File: src/design/gp_timer_pkg.sv
// Constants, register map and field layout for the general purpose timers
package gp_timer_pkg;

  localparam int NUM_TIMERS = 5;
  localparam int DATA_W = 16;
  localparam int ADDR_W = 5;

  // Timer slots
  localparam int T_SINGLE = 0;
  localparam int A_LO = 1;
  localparam int A_HI = 2;
  localparam int B_LO = 3;
  localparam int B_HI = 4;

  // Register indices
  localparam logic [4:0] REG_SINGLE_CONTROL = 5'h00;
  localparam logic [4:0] REG_SINGLE_COUNT = 5'h01;
  localparam logic [4:0] REG_SINGLE_PERIOD = 5'h02;
  localparam logic [4:0] REG_PAIR_A_BASE = 5'h03;
  localparam logic [4:0] REG_PAIR_B_BASE = 5'h0a;
  localparam logic [4:0] REG_FLAGS = 5'h11;

  // Offsets inside one pair
  localparam logic [4:0] OFS_LOW_CONTROL = 5'h00;
  localparam logic [4:0] OFS_HIGH_CONTROL = 5'h01;
  localparam logic [4:0] OFS_COUNT_LOW = 5'h02;
  localparam logic [4:0] OFS_COUNT_HIGH = 5'h03;
  localparam logic [4:0] OFS_PERIOD_LOW = 5'h04;
  localparam logic [4:0] OFS_PERIOD_HIGH = 5'h05;
  localparam logic [4:0] OFS_HIGH_HOLD = 5'h06;

  // Control field positions
  localparam int BIT_ON = 15;
  localparam int BIT_IDLE_HALT = 13;
  localparam int BIT_GATE = 6;
  localparam int PRESCALE_MSB = 5;
  localparam int PRESCALE_LSB = 4;
  localparam int BIT_WIDE = 3;
  localparam int BIT_SYNC = 2;
  localparam int BIT_CLK_SRC = 1;

  // Implemented bits of each control register
  localparam logic [15:0] SINGLE_CONTROL_MASK = 16'ha076;
  localparam logic [15:0] LOW_CONTROL_MASK = 16'ha07a;
  localparam logic [15:0] HIGH_CONTROL_MASK = 16'ha072;

  // Reset values
  localparam logic [15:0] CONTROL_RESET = 16'h0000;
  localparam logic [15:0] COUNT_RESET = 16'h0000;
  localparam logic [15:0] PERIOD_RESET = 16'hffff;

  // Last prescale count for 1:1, 1:8, 1:64, 1:256
  function automatic logic [7:0] prescale_last(input logic [1:0] sel);
    case (sel)
      2'h0: prescale_last = 8'h00;
      2'h1: prescale_last = 8'h07;
      2'h2: prescale_last = 8'h3f;
      default: prescale_last = 8'hff;
    endcase
  endfunction

endpackage

File: src/design/gp_timers.sv
// One single timer and two joinable timer pairs behind a plain register port
`timescale 1ns/100ps

module gp_timers
  import gp_timer_pkg::*;
(
  input wire logic CLK,
  input wire logic RST,
  input wire logic [ADDR_W-1:0] ADDR,
  input wire logic [DATA_W-1:0] WDATA,
  input wire logic WR,
  input wire logic RD,
  output logic [DATA_W-1:0] RDATA,
  input wire logic IDLE,
  input wire logic [NUM_TIMERS-1:0] PINS,
  output logic [NUM_TIMERS-1:0] FLAGS,
  output logic ADC_TRIGGER
);

  // Pin synchronisers and filtered levels
  logic [NUM_TIMERS-1:0] s1;
  logic [NUM_TIMERS-1:0] s2;
  logic [NUM_TIMERS-1:0] s3;
  logic [NUM_TIMERS-1:0] lvl;
  logic [NUM_TIMERS-1:0] lvl_d;
  logic [NUM_TIMERS-1:0] next_s1;
  logic [NUM_TIMERS-1:0] next_s2;
  logic [NUM_TIMERS-1:0] next_s3;
  logic [NUM_TIMERS-1:0] next_lvl;
  logic [NUM_TIMERS-1:0] next_lvl_d;

  // Half-rate internal clock enable
  logic half;
  logic next_half;

  // Timer state
  logic [15:0] con [NUM_TIMERS];
  logic [15:0] cnt [NUM_TIMERS];
  logic [15:0] per [NUM_TIMERS];
  logic [7:0] pre [NUM_TIMERS];
  logic [15:0] next_con [NUM_TIMERS];
  logic [15:0] next_cnt [NUM_TIMERS];
  logic [15:0] next_per [NUM_TIMERS];
  logic [7:0] next_pre [NUM_TIMERS];
  logic [15:0] hold [2];
  logic [15:0] next_hold [2];
  logic [NUM_TIMERS-1:0] flag;
  logic [NUM_TIMERS-1:0] next_flag;
  logic [DATA_W-1:0] next_rdata;
  logic adc;
  logic next_adc;

  always_comb begin
    logic [NUM_TIMERS-1:0] agree;

    agree = ~(s2 ^ s3);
    next_s1 = PINS;
    next_s2 = s1;
    next_s3 = s2;
    next_lvl = (agree & s2) | (~agree & lvl);
    next_lvl_d = lvl;
    next_half = ~half;
  end

  always_ff @(posedge CLK or posedge RST) begin
    if (RST) begin
      s1 <= '0;
      s2 <= '0;
      s3 <= '0;
      lvl <= '0;
      lvl_d <= '0;
      half <= 1'b0;
    end else begin
      s1 <= next_s1;
      s2 <= next_s2;
      s3 <= next_s3;
      lvl <= next_lvl;
      lvl_d <= next_lvl_d;
      half <= next_half;
    end
  end

  always_comb begin
    logic [NUM_TIMERS-1:0] rise;
    logic [NUM_TIMERS-1:0] fall;
    logic [NUM_TIMERS-1:0] gated;
    logic [NUM_TIMERS-1:0] run;
    logic [NUM_TIMERS-1:0] tick;
    logic [NUM_TIMERS-1:0] hit;
    logic [NUM_TIMERS-1:0] gfall;
    logic [NUM_TIMERS-1:0] set;
    logic [NUM_TIMERS-1:0] clear;
    logic [1:0] wide;
    logic [1:0] hit32;
    logic [31:0] cnt32;
    logic [4:0] base;
    logic [4:0] ofs;
    logic ext;
    logic asyn;
    logic slave;
    logic raw;
    logic skip;
    logic stop_idle;
    logic [7:0] last;
    int l;
    int h;

    rise = lvl & ~lvl_d;
    fall = ~lvl & lvl_d;
    gated = '0;
    run = '0;
    tick = '0;
    hit = '0;
    gfall = '0;
    set = '0;
    clear = '0;
    hit32 = '0;
    cnt32 = '0;
    base = '0;
    ofs = '0;
    ext = 1'b0;
    asyn = 1'b0;
    slave = 1'b0;
    raw = 1'b0;
    skip = 1'b0;
    stop_idle = 1'b0;
    last = 8'h00;
    l = 0;
    h = 0;
    wide = {con[B_LO][BIT_WIDE], con[A_LO][BIT_WIDE]};
    next_con = con;
    next_cnt = cnt;
    next_per = per;
    next_pre = pre;
    next_hold = hold;
    next_rdata = '0;

    // Count clock, gating and prescaler per timer
    for (int i = 0; i < NUM_TIMERS; i++) begin
      ext = con[i][BIT_CLK_SRC];
      gated[i] = !ext && con[i][BIT_GATE];
      asyn = (i == T_SINGLE) && ext && !con[i][BIT_SYNC];
      stop_idle = IDLE && con[i][BIT_IDLE_HALT] && !asyn;
      run[i] = con[i][BIT_ON] && !stop_idle;
      slave = (i == A_HI && wide[0]) || (i == B_HI && wide[1]);
      if (slave) begin
        run[i] = 1'b0;
      end
      raw = ext ? rise[i] : (half && (!gated[i] || lvl[i]));
      last = prescale_last(con[i][PRESCALE_MSB:PRESCALE_LSB]);
      if (run[i] && raw) begin
        if (pre[i] >= last) begin
          next_pre[i] = 8'h00;
          tick[i] = 1'b1;
        end else begin
          next_pre[i] = pre[i] + 8'h01;
        end
      end
      gfall[i] = run[i] && gated[i] && fall[i];
    end

    // Sixteen-bit counting
    for (int i = 0; i < NUM_TIMERS; i++) begin
      skip = (i == A_LO && wide[0]) || (i == B_LO && wide[1]);
      if (tick[i] && !skip) begin
        if (cnt[i] == per[i]) begin
          next_cnt[i] = 16'h0000;
          hit[i] = 1'b1;
        end else begin
          next_cnt[i] = cnt[i] + 16'h0001;
        end
      end
      set[i] = (hit[i] && !gated[i]) || gfall[i];
    end

    // Joined pairs
    for (int p = 0; p < 2; p++) begin
      l = (p == 0) ? A_LO : B_LO;
      h = (p == 0) ? A_HI : B_HI;
      if (wide[p]) begin
        cnt32 = {cnt[h], cnt[l]};
        if (tick[l]) begin
          if (cnt32 == {per[h], per[l]}) begin
            cnt32 = 32'h00000000;
            hit32[p] = 1'b1;
          end else begin
            cnt32 = cnt32 + 32'h00000001;
          end
        end
        next_cnt[h] = cnt32[31:16];
        next_cnt[l] = cnt32[15:0];
        set[l] = 1'b0;
        set[h] = (hit32[p] && !gated[l]) || gfall[l];
      end
    end

    next_adc = wide[0] ? hit32[0] : hit[A_HI];

    // Register writes
    if (WR) begin
      case (ADDR)
        REG_SINGLE_CONTROL: begin
          next_con[T_SINGLE] = WDATA & SINGLE_CONTROL_MASK;
          if (con[T_SINGLE][BIT_ON]) begin
            next_pre[T_SINGLE] = 8'h00;
          end
        end
        REG_SINGLE_COUNT: next_cnt[T_SINGLE] = WDATA;
        REG_SINGLE_PERIOD: next_per[T_SINGLE] = WDATA;
        REG_FLAGS: clear = WDATA[NUM_TIMERS-1:0];
        default: begin
        end
      endcase
      for (int p = 0; p < 2; p++) begin
        l = (p == 0) ? A_LO : B_LO;
        h = (p == 0) ? A_HI : B_HI;
        base = (p == 0) ? REG_PAIR_A_BASE : REG_PAIR_B_BASE;
        ofs = ADDR - base;
        if (ADDR >= base) begin
          case (ofs)
            OFS_LOW_CONTROL: begin
              next_con[l] = WDATA & LOW_CONTROL_MASK;
              if (con[l][BIT_ON]) begin
                next_pre[l] = 8'h00;
              end
            end
            OFS_HIGH_CONTROL: begin
              next_con[h] = WDATA & HIGH_CONTROL_MASK;
              if (con[h][BIT_ON]) begin
                next_pre[h] = 8'h00;
              end
            end
            OFS_COUNT_LOW: begin
              next_cnt[l] = WDATA;
              if (wide[p]) begin
                next_cnt[h] = hold[p];
              end
            end
            OFS_COUNT_HIGH: next_cnt[h] = WDATA;
            OFS_PERIOD_LOW: next_per[l] = WDATA;
            OFS_PERIOD_HIGH: next_per[h] = WDATA;
            OFS_HIGH_HOLD: next_hold[p] = WDATA;
            default: begin
            end
          endcase
        end
      end
    end

    // Register reads, answered one cycle later
    if (RD) begin
      case (ADDR)
        REG_SINGLE_CONTROL: next_rdata = con[T_SINGLE];
        REG_SINGLE_COUNT: next_rdata = cnt[T_SINGLE];
        REG_SINGLE_PERIOD: next_rdata = per[T_SINGLE];
        REG_FLAGS: next_rdata = {11'h000, flag};
        default: begin
        end
      endcase
      for (int p = 0; p < 2; p++) begin
        l = (p == 0) ? A_LO : B_LO;
        h = (p == 0) ? A_HI : B_HI;
        base = (p == 0) ? REG_PAIR_A_BASE : REG_PAIR_B_BASE;
        ofs = ADDR - base;
        if (ADDR >= base) begin
          case (ofs)
            OFS_LOW_CONTROL: next_rdata = con[l];
            OFS_HIGH_CONTROL: next_rdata = con[h];
            OFS_COUNT_LOW: begin
              next_rdata = cnt[l];
              if (wide[p]) begin
                next_hold[p] = cnt[h];
              end
            end
            OFS_COUNT_HIGH: next_rdata = cnt[h];
            OFS_PERIOD_LOW: next_rdata = per[l];
            OFS_PERIOD_HIGH: next_rdata = per[h];
            OFS_HIGH_HOLD: next_rdata = hold[p];
            default: begin
            end
          endcase
        end
      end
    end

    // Hardware set wins over software clear
    next_flag = (flag & ~clear) | set;
  end

  always_ff @(posedge CLK or posedge RST) begin
    if (RST) begin
      for (int i = 0; i < NUM_TIMERS; i++) begin
        con[i] <= CONTROL_RESET;
        cnt[i] <= COUNT_RESET;
        per[i] <= PERIOD_RESET;
        pre[i] <= 8'h00;
      end
      hold[0] <= COUNT_RESET;
      hold[1] <= COUNT_RESET;
      flag <= '0;
      RDATA <= '0;
      adc <= 1'b0;
    end else begin
      con <= next_con;
      cnt <= next_cnt;
      per <= next_per;
      pre <= next_pre;
      hold <= next_hold;
      flag <= next_flag;
      RDATA <= next_rdata;
      adc <= next_adc;
    end
  end

  assign FLAGS = flag;
  assign ADC_TRIGGER = adc;

endmodule

File: config.mk
export PLATFORM = sky130hd
export DESIGN_NAME = gp_timers
export DESIGN_NICKNAME = d
export VERILOG_FILES = /design/src/design/gp_timer_pkg.sv /design/src/design/gp_timers.sv
export SDC_FILE = /design/constraint.sdc
export NUM_CORES = 1
export LEC_CHECK = 0
export BUFFER_PORTS_ARGS = -buffer_cell sky130_fd_sc_hd__buf_4
export CAP_MARGIN = 30
export CELL_PAD_IN_SITES_DETAIL_PLACEMENT = 1
export CELL_PAD_IN_SITES_GLOBAL_PLACEMENT = 1
export CORE_MARGIN = 4
export CORE_UTILIZATION = 50
export CTS_BUF_LIST = sky130_fd_sc_hd__clkbuf_4 sky130_fd_sc_hd__clkbuf_8 sky130_fd_sc_hd__clkbuf_16
export DETAILED_ROUTE_END_ITERATION = 7
export GPL_TIMING_DRIVEN = 1
export MAX_ROUTING_LAYER = met4
export PLACE_DENSITY_LB_ADDON = 0.1
export SYNTH_ARGS = -nofsm -noshare
export SYNTH_HDL_FRONTEND = slang
export SYNTH_SLANG_ARGS = --single-unit
File: constraint.sdc
create_clock -name CLK -period 22.7 [get_ports CLK]
set_input_delay 2.27 -clock CLK [delete_from_list [all_inputs] [get_ports CLK]]
set_output_delay 2.27 -clock CLK [all_outputs]
set_load 0.01 [all_outputs]
==> impl_metrics.ini <==
[floorplan]
start_util = 0.508
rows = 72
ios = 53
die_w_um = 206
die_h_um = 206
core_um2 = 38700
die-area_um2 = 42600

[routing]
first_iter_violations = 2198
via_count = 17800
drt_pre_antenna_iters = 8
routed_via_density = 6.88
wl_per_cell_um = 29.4
antenna_left = 0
drcViolationCount = 0
routed_wirelength_mm = 75.9

[worst_setup_path]
end_kind = register
path_class = primary input to register
startpoint_type = primary input
arrival_ns = 5.22
cp.required_ns = 23.14
crit_path_max_fanout = 19

[yosys]
synth_edf_count = 0
syn-instance-count = 2047
synth-main-ff-cell = dfrtp_1
ys_ff_latch = 313
ys_warn_count = 0
async_flop_share = 1.00
yosysSeqAreaShare = 0.403
syn_area_um2 = 19700
ys_types = 114
syn_nets = 2121
synth.avg_cell_area_um2 = 9.60

[layout]
multi_input_area_um2 = 10900
post-route-util = 0.563
area_growth_pct = 10.9
fillCellCount = 4295
seqCellArea_um2 = 7930
final_cell_count_no_fill = 2583
drive_gt1_frac = 0.207
nets = 2105

[placed_design]
port_buffers = 52
pre_cts_slack_ns = 17.18
place_inst = 2505
hpwl_mm = 53.1
place_congestion = 0.991

[timing]
slew_violations = 0
setup_tns_ns = 0
skew_ns = 0.0185
relSlewSlack = 0.316
finalSetupViolCount = 0
worstMarginPinSlew_ns = 1.03
final-hold-violation-count = 0
fmax_ghz = 0.209
timing.hold.ws_ns = 0.348
min_period_ns = 4.78
rsz0062_at_grt = false
fin_ws_ns = 17.92
post-route-period-util = 0.211

[global_route]
grt_pass1_vias = 17800
antenna_found_initial = 5
grt_overflow = 0
grt_pass1_wl_mm = 114
grt_max_degree = 130
grt_usage = 0.363

[cts]
cts_num_sinks = 313
cts_buffers = 38
worst_skew_pair.late_latency_ns = 0.56
cts-hold-fix-buffers = 0
clk_pin_slew_worst_paths_ns = 0.06
clk_path_buf_depth = 3
postCtsResizedCells = 0
cts_setup_buffers = 0
cts_tree = done
root_buffer = clkbuf_16
ctsHtreeMaxLevel = 2

[run_status]
outcome = finished clean

[power]
power_leakage_nw = 8.63
power_density_nw_per_um2 = 98.3
vdd_drop_max_v = 0.0000635

[run]
cap_violations = 0

[min_path]
hold_path_class = register to register
==> Yosys cell counts (8+ instances only) <==
cell type / n / area share
nor4_1: 28 / 0.0089
buf_4: 9 / 0.0034
buf_2: 49 / 0.012
dfrtp_1: 233 / 0.30
a221oi_1: 10 / 0.0045
xor2_1: 64 / 0.029
a22oi_1: 64 / 0.024
inv_1: 42 / 0.0080
nand2b_1: 12 / 0.0038
a21oi_1: 62 / 0.016
and3_1: 38 / 0.012
and2_1: 11 / 0.0035
o211ai_1: 13 / 0.0050
o21ai_1: 27 / 0.0069
mux2i_1: 40 / 0.020
nand2_1: 234 / 0.045
nor3_1: 22 / 0.0056
nor3b_1: 9 / 0.0034
o21ai_0: 126 / 0.032
nor3_2: 12 / 0.0061
or3_1: 8 / 0.0025
buf_6: 8 / 0.0046
mux2_2: 103 / 0.059
a222oi_1: 30 / 0.015
nand3b_1: 8 / 0.0031
nand4_1: 54 / 0.017
nor2b_1: 19 / 0.0060
clkbuf_1: 74 / 0.014
a21o_1: 14 / 0.0053
dfstp_2: 80 / 0.11
a22o_1: 18 / 0.0080
nand3_1: 57 / 0.015
ha_1: 43 / 0.027
a31oi_1: 45 / 0.014
a211oi_1: 10 / 0.0038
o221ai_1: 8 / 0.0036
o31ai_1: 8 / 0.0031
nor2_1: 99 / 0.019
xnor2_1: 82 / 0.037
==> metal layers <==
| layer | share of wire | GRT usage | wire length [um] | vias to the layer above |
|---|---|---|---|---|
| met2 | 0.43 | 0.519 | 32900 | 955 |
| met3 | 0.10 | 0.0741 | 7700 | 177 |
| met5 | 0 | - | 0 | - |
| met4 | 0.036 | 0.129 | 2740 | 0 |
| li1 | - | - | - | 7547 |
| met1 | 0.43 | 0.514 | 32600 | 9083 |
==> cells by family after synthesis <==
family / after synthesis / synth area share
buffers and inverters: 187 / 0.0436
xor gates and xnor gates: 149 / 0.0675
muxes: 143 / 0.0794
and+or+nand+nor: 671 / 0.180
adders and majority gates: 48 / 0.0299
DFF: 313 / 0.403
AOI/OAI and AO/OA: 536 / 0.196
==> report_power, final <==
part           total, mW  switching (mW)  internal, mW
clock              0.692           0.252         0.439
combinational      0.537           0.306         0.231
sequential         0.915           0.221         0.694
total               2.14           0.779          1.36
==> critical path: stages <==
cell and delay (ns):
buf_4 0.24, inv_1 0.11, ha_1 0.28, nand2b_1 0.19, or3_1 0.43, a211oi_4 0.75
nand2b_1 0.34, and2_1 0.28, a221o_1 0.31
==> sequential cells by signal, indices dropped and copies added, names as in the netlist, named ones only <==
| signal | cells |
|---|---|
| next_s3 | 5 |
| next_s2 | 5 |
| lvl_d | 5 |
| s3 | 5 |
| RDATA | 16 |
| ADC_TRIGGER | 1 |
| pre | 40 |
| per | 80 |
| con | 33 |
| cnt | 80 |
| hold | 32 |
| half | 1 |
| FLAGS | 5 |
==> path summary, 6_finish.rpt <==
| kind | from | endpoint | slack (ns) | depth (start not counted) |
|---|---|---|---|---|
| worst max-delay path | ADDR[1] | cnt[3] | 17.92 | 9 |
| worst min-delay path | next_s2[0] | next_s3[0] | 0.35 | 0 |
| worst max register to register | con[37] | cnt[34] | 19.18 | 10 |
| worst min register to register | next_s2[0] | next_s3[0] | 0.35 | 0 |
| max in group asynchronous | RST | con[21] | 19.29 | 4 |
| min in group asynchronous | RST | pre[34] | 1.62 | 2 |
==> placed cells by master (no fill, tap or decap), drive strengths merged, types with 37 or more instances in the layout <==
cell / Yosys / final
a31oi: 46 / 46
a21oi: 66 / 66
nand2: 238 / 238
mux2: 103 / 103
a22oi: 64 / 64
nor2: 107 / 107
ha: 43 / 43
nand3: 57 / 57
clkbuf: 74 / 59
o21ai: 158 / 158
inv: 43 / 43
xor2: 64 / 64
xnor2: 85 / 85
nor3: 37 / 37
and3: 38 / 38
nand4: 54 / 54
buf: 70 / 88
dfrtp: 233 / 233
mux2i: 40 / 40
dfstp: 80 / 80
==> final cells by class <==
class                   instances  share of cell area
diodes                          4            0.000459
well taps                     518              0.0297
flip-flops and latches        313               0.364
clock inverters                11             0.00953
clock buffers                  59              0.0561
multi-input cells            1547               0.499
repair buffers                 88              0.0332
inverters                      43             0.00775
==> metrics by stage <==
step / total power, mW / cell area [um^2]
6_report: 2.14 / 21800
5_1_grt: 2.23 / 21800
4_1_cts: 2.13 / 21700
3_5_place_dp: 1.43 / 20300
3_3_place_gp: 1.40 / 20200
2_1_floorplan: 1.21 / 19700
(Power assumes the default switching activity.)
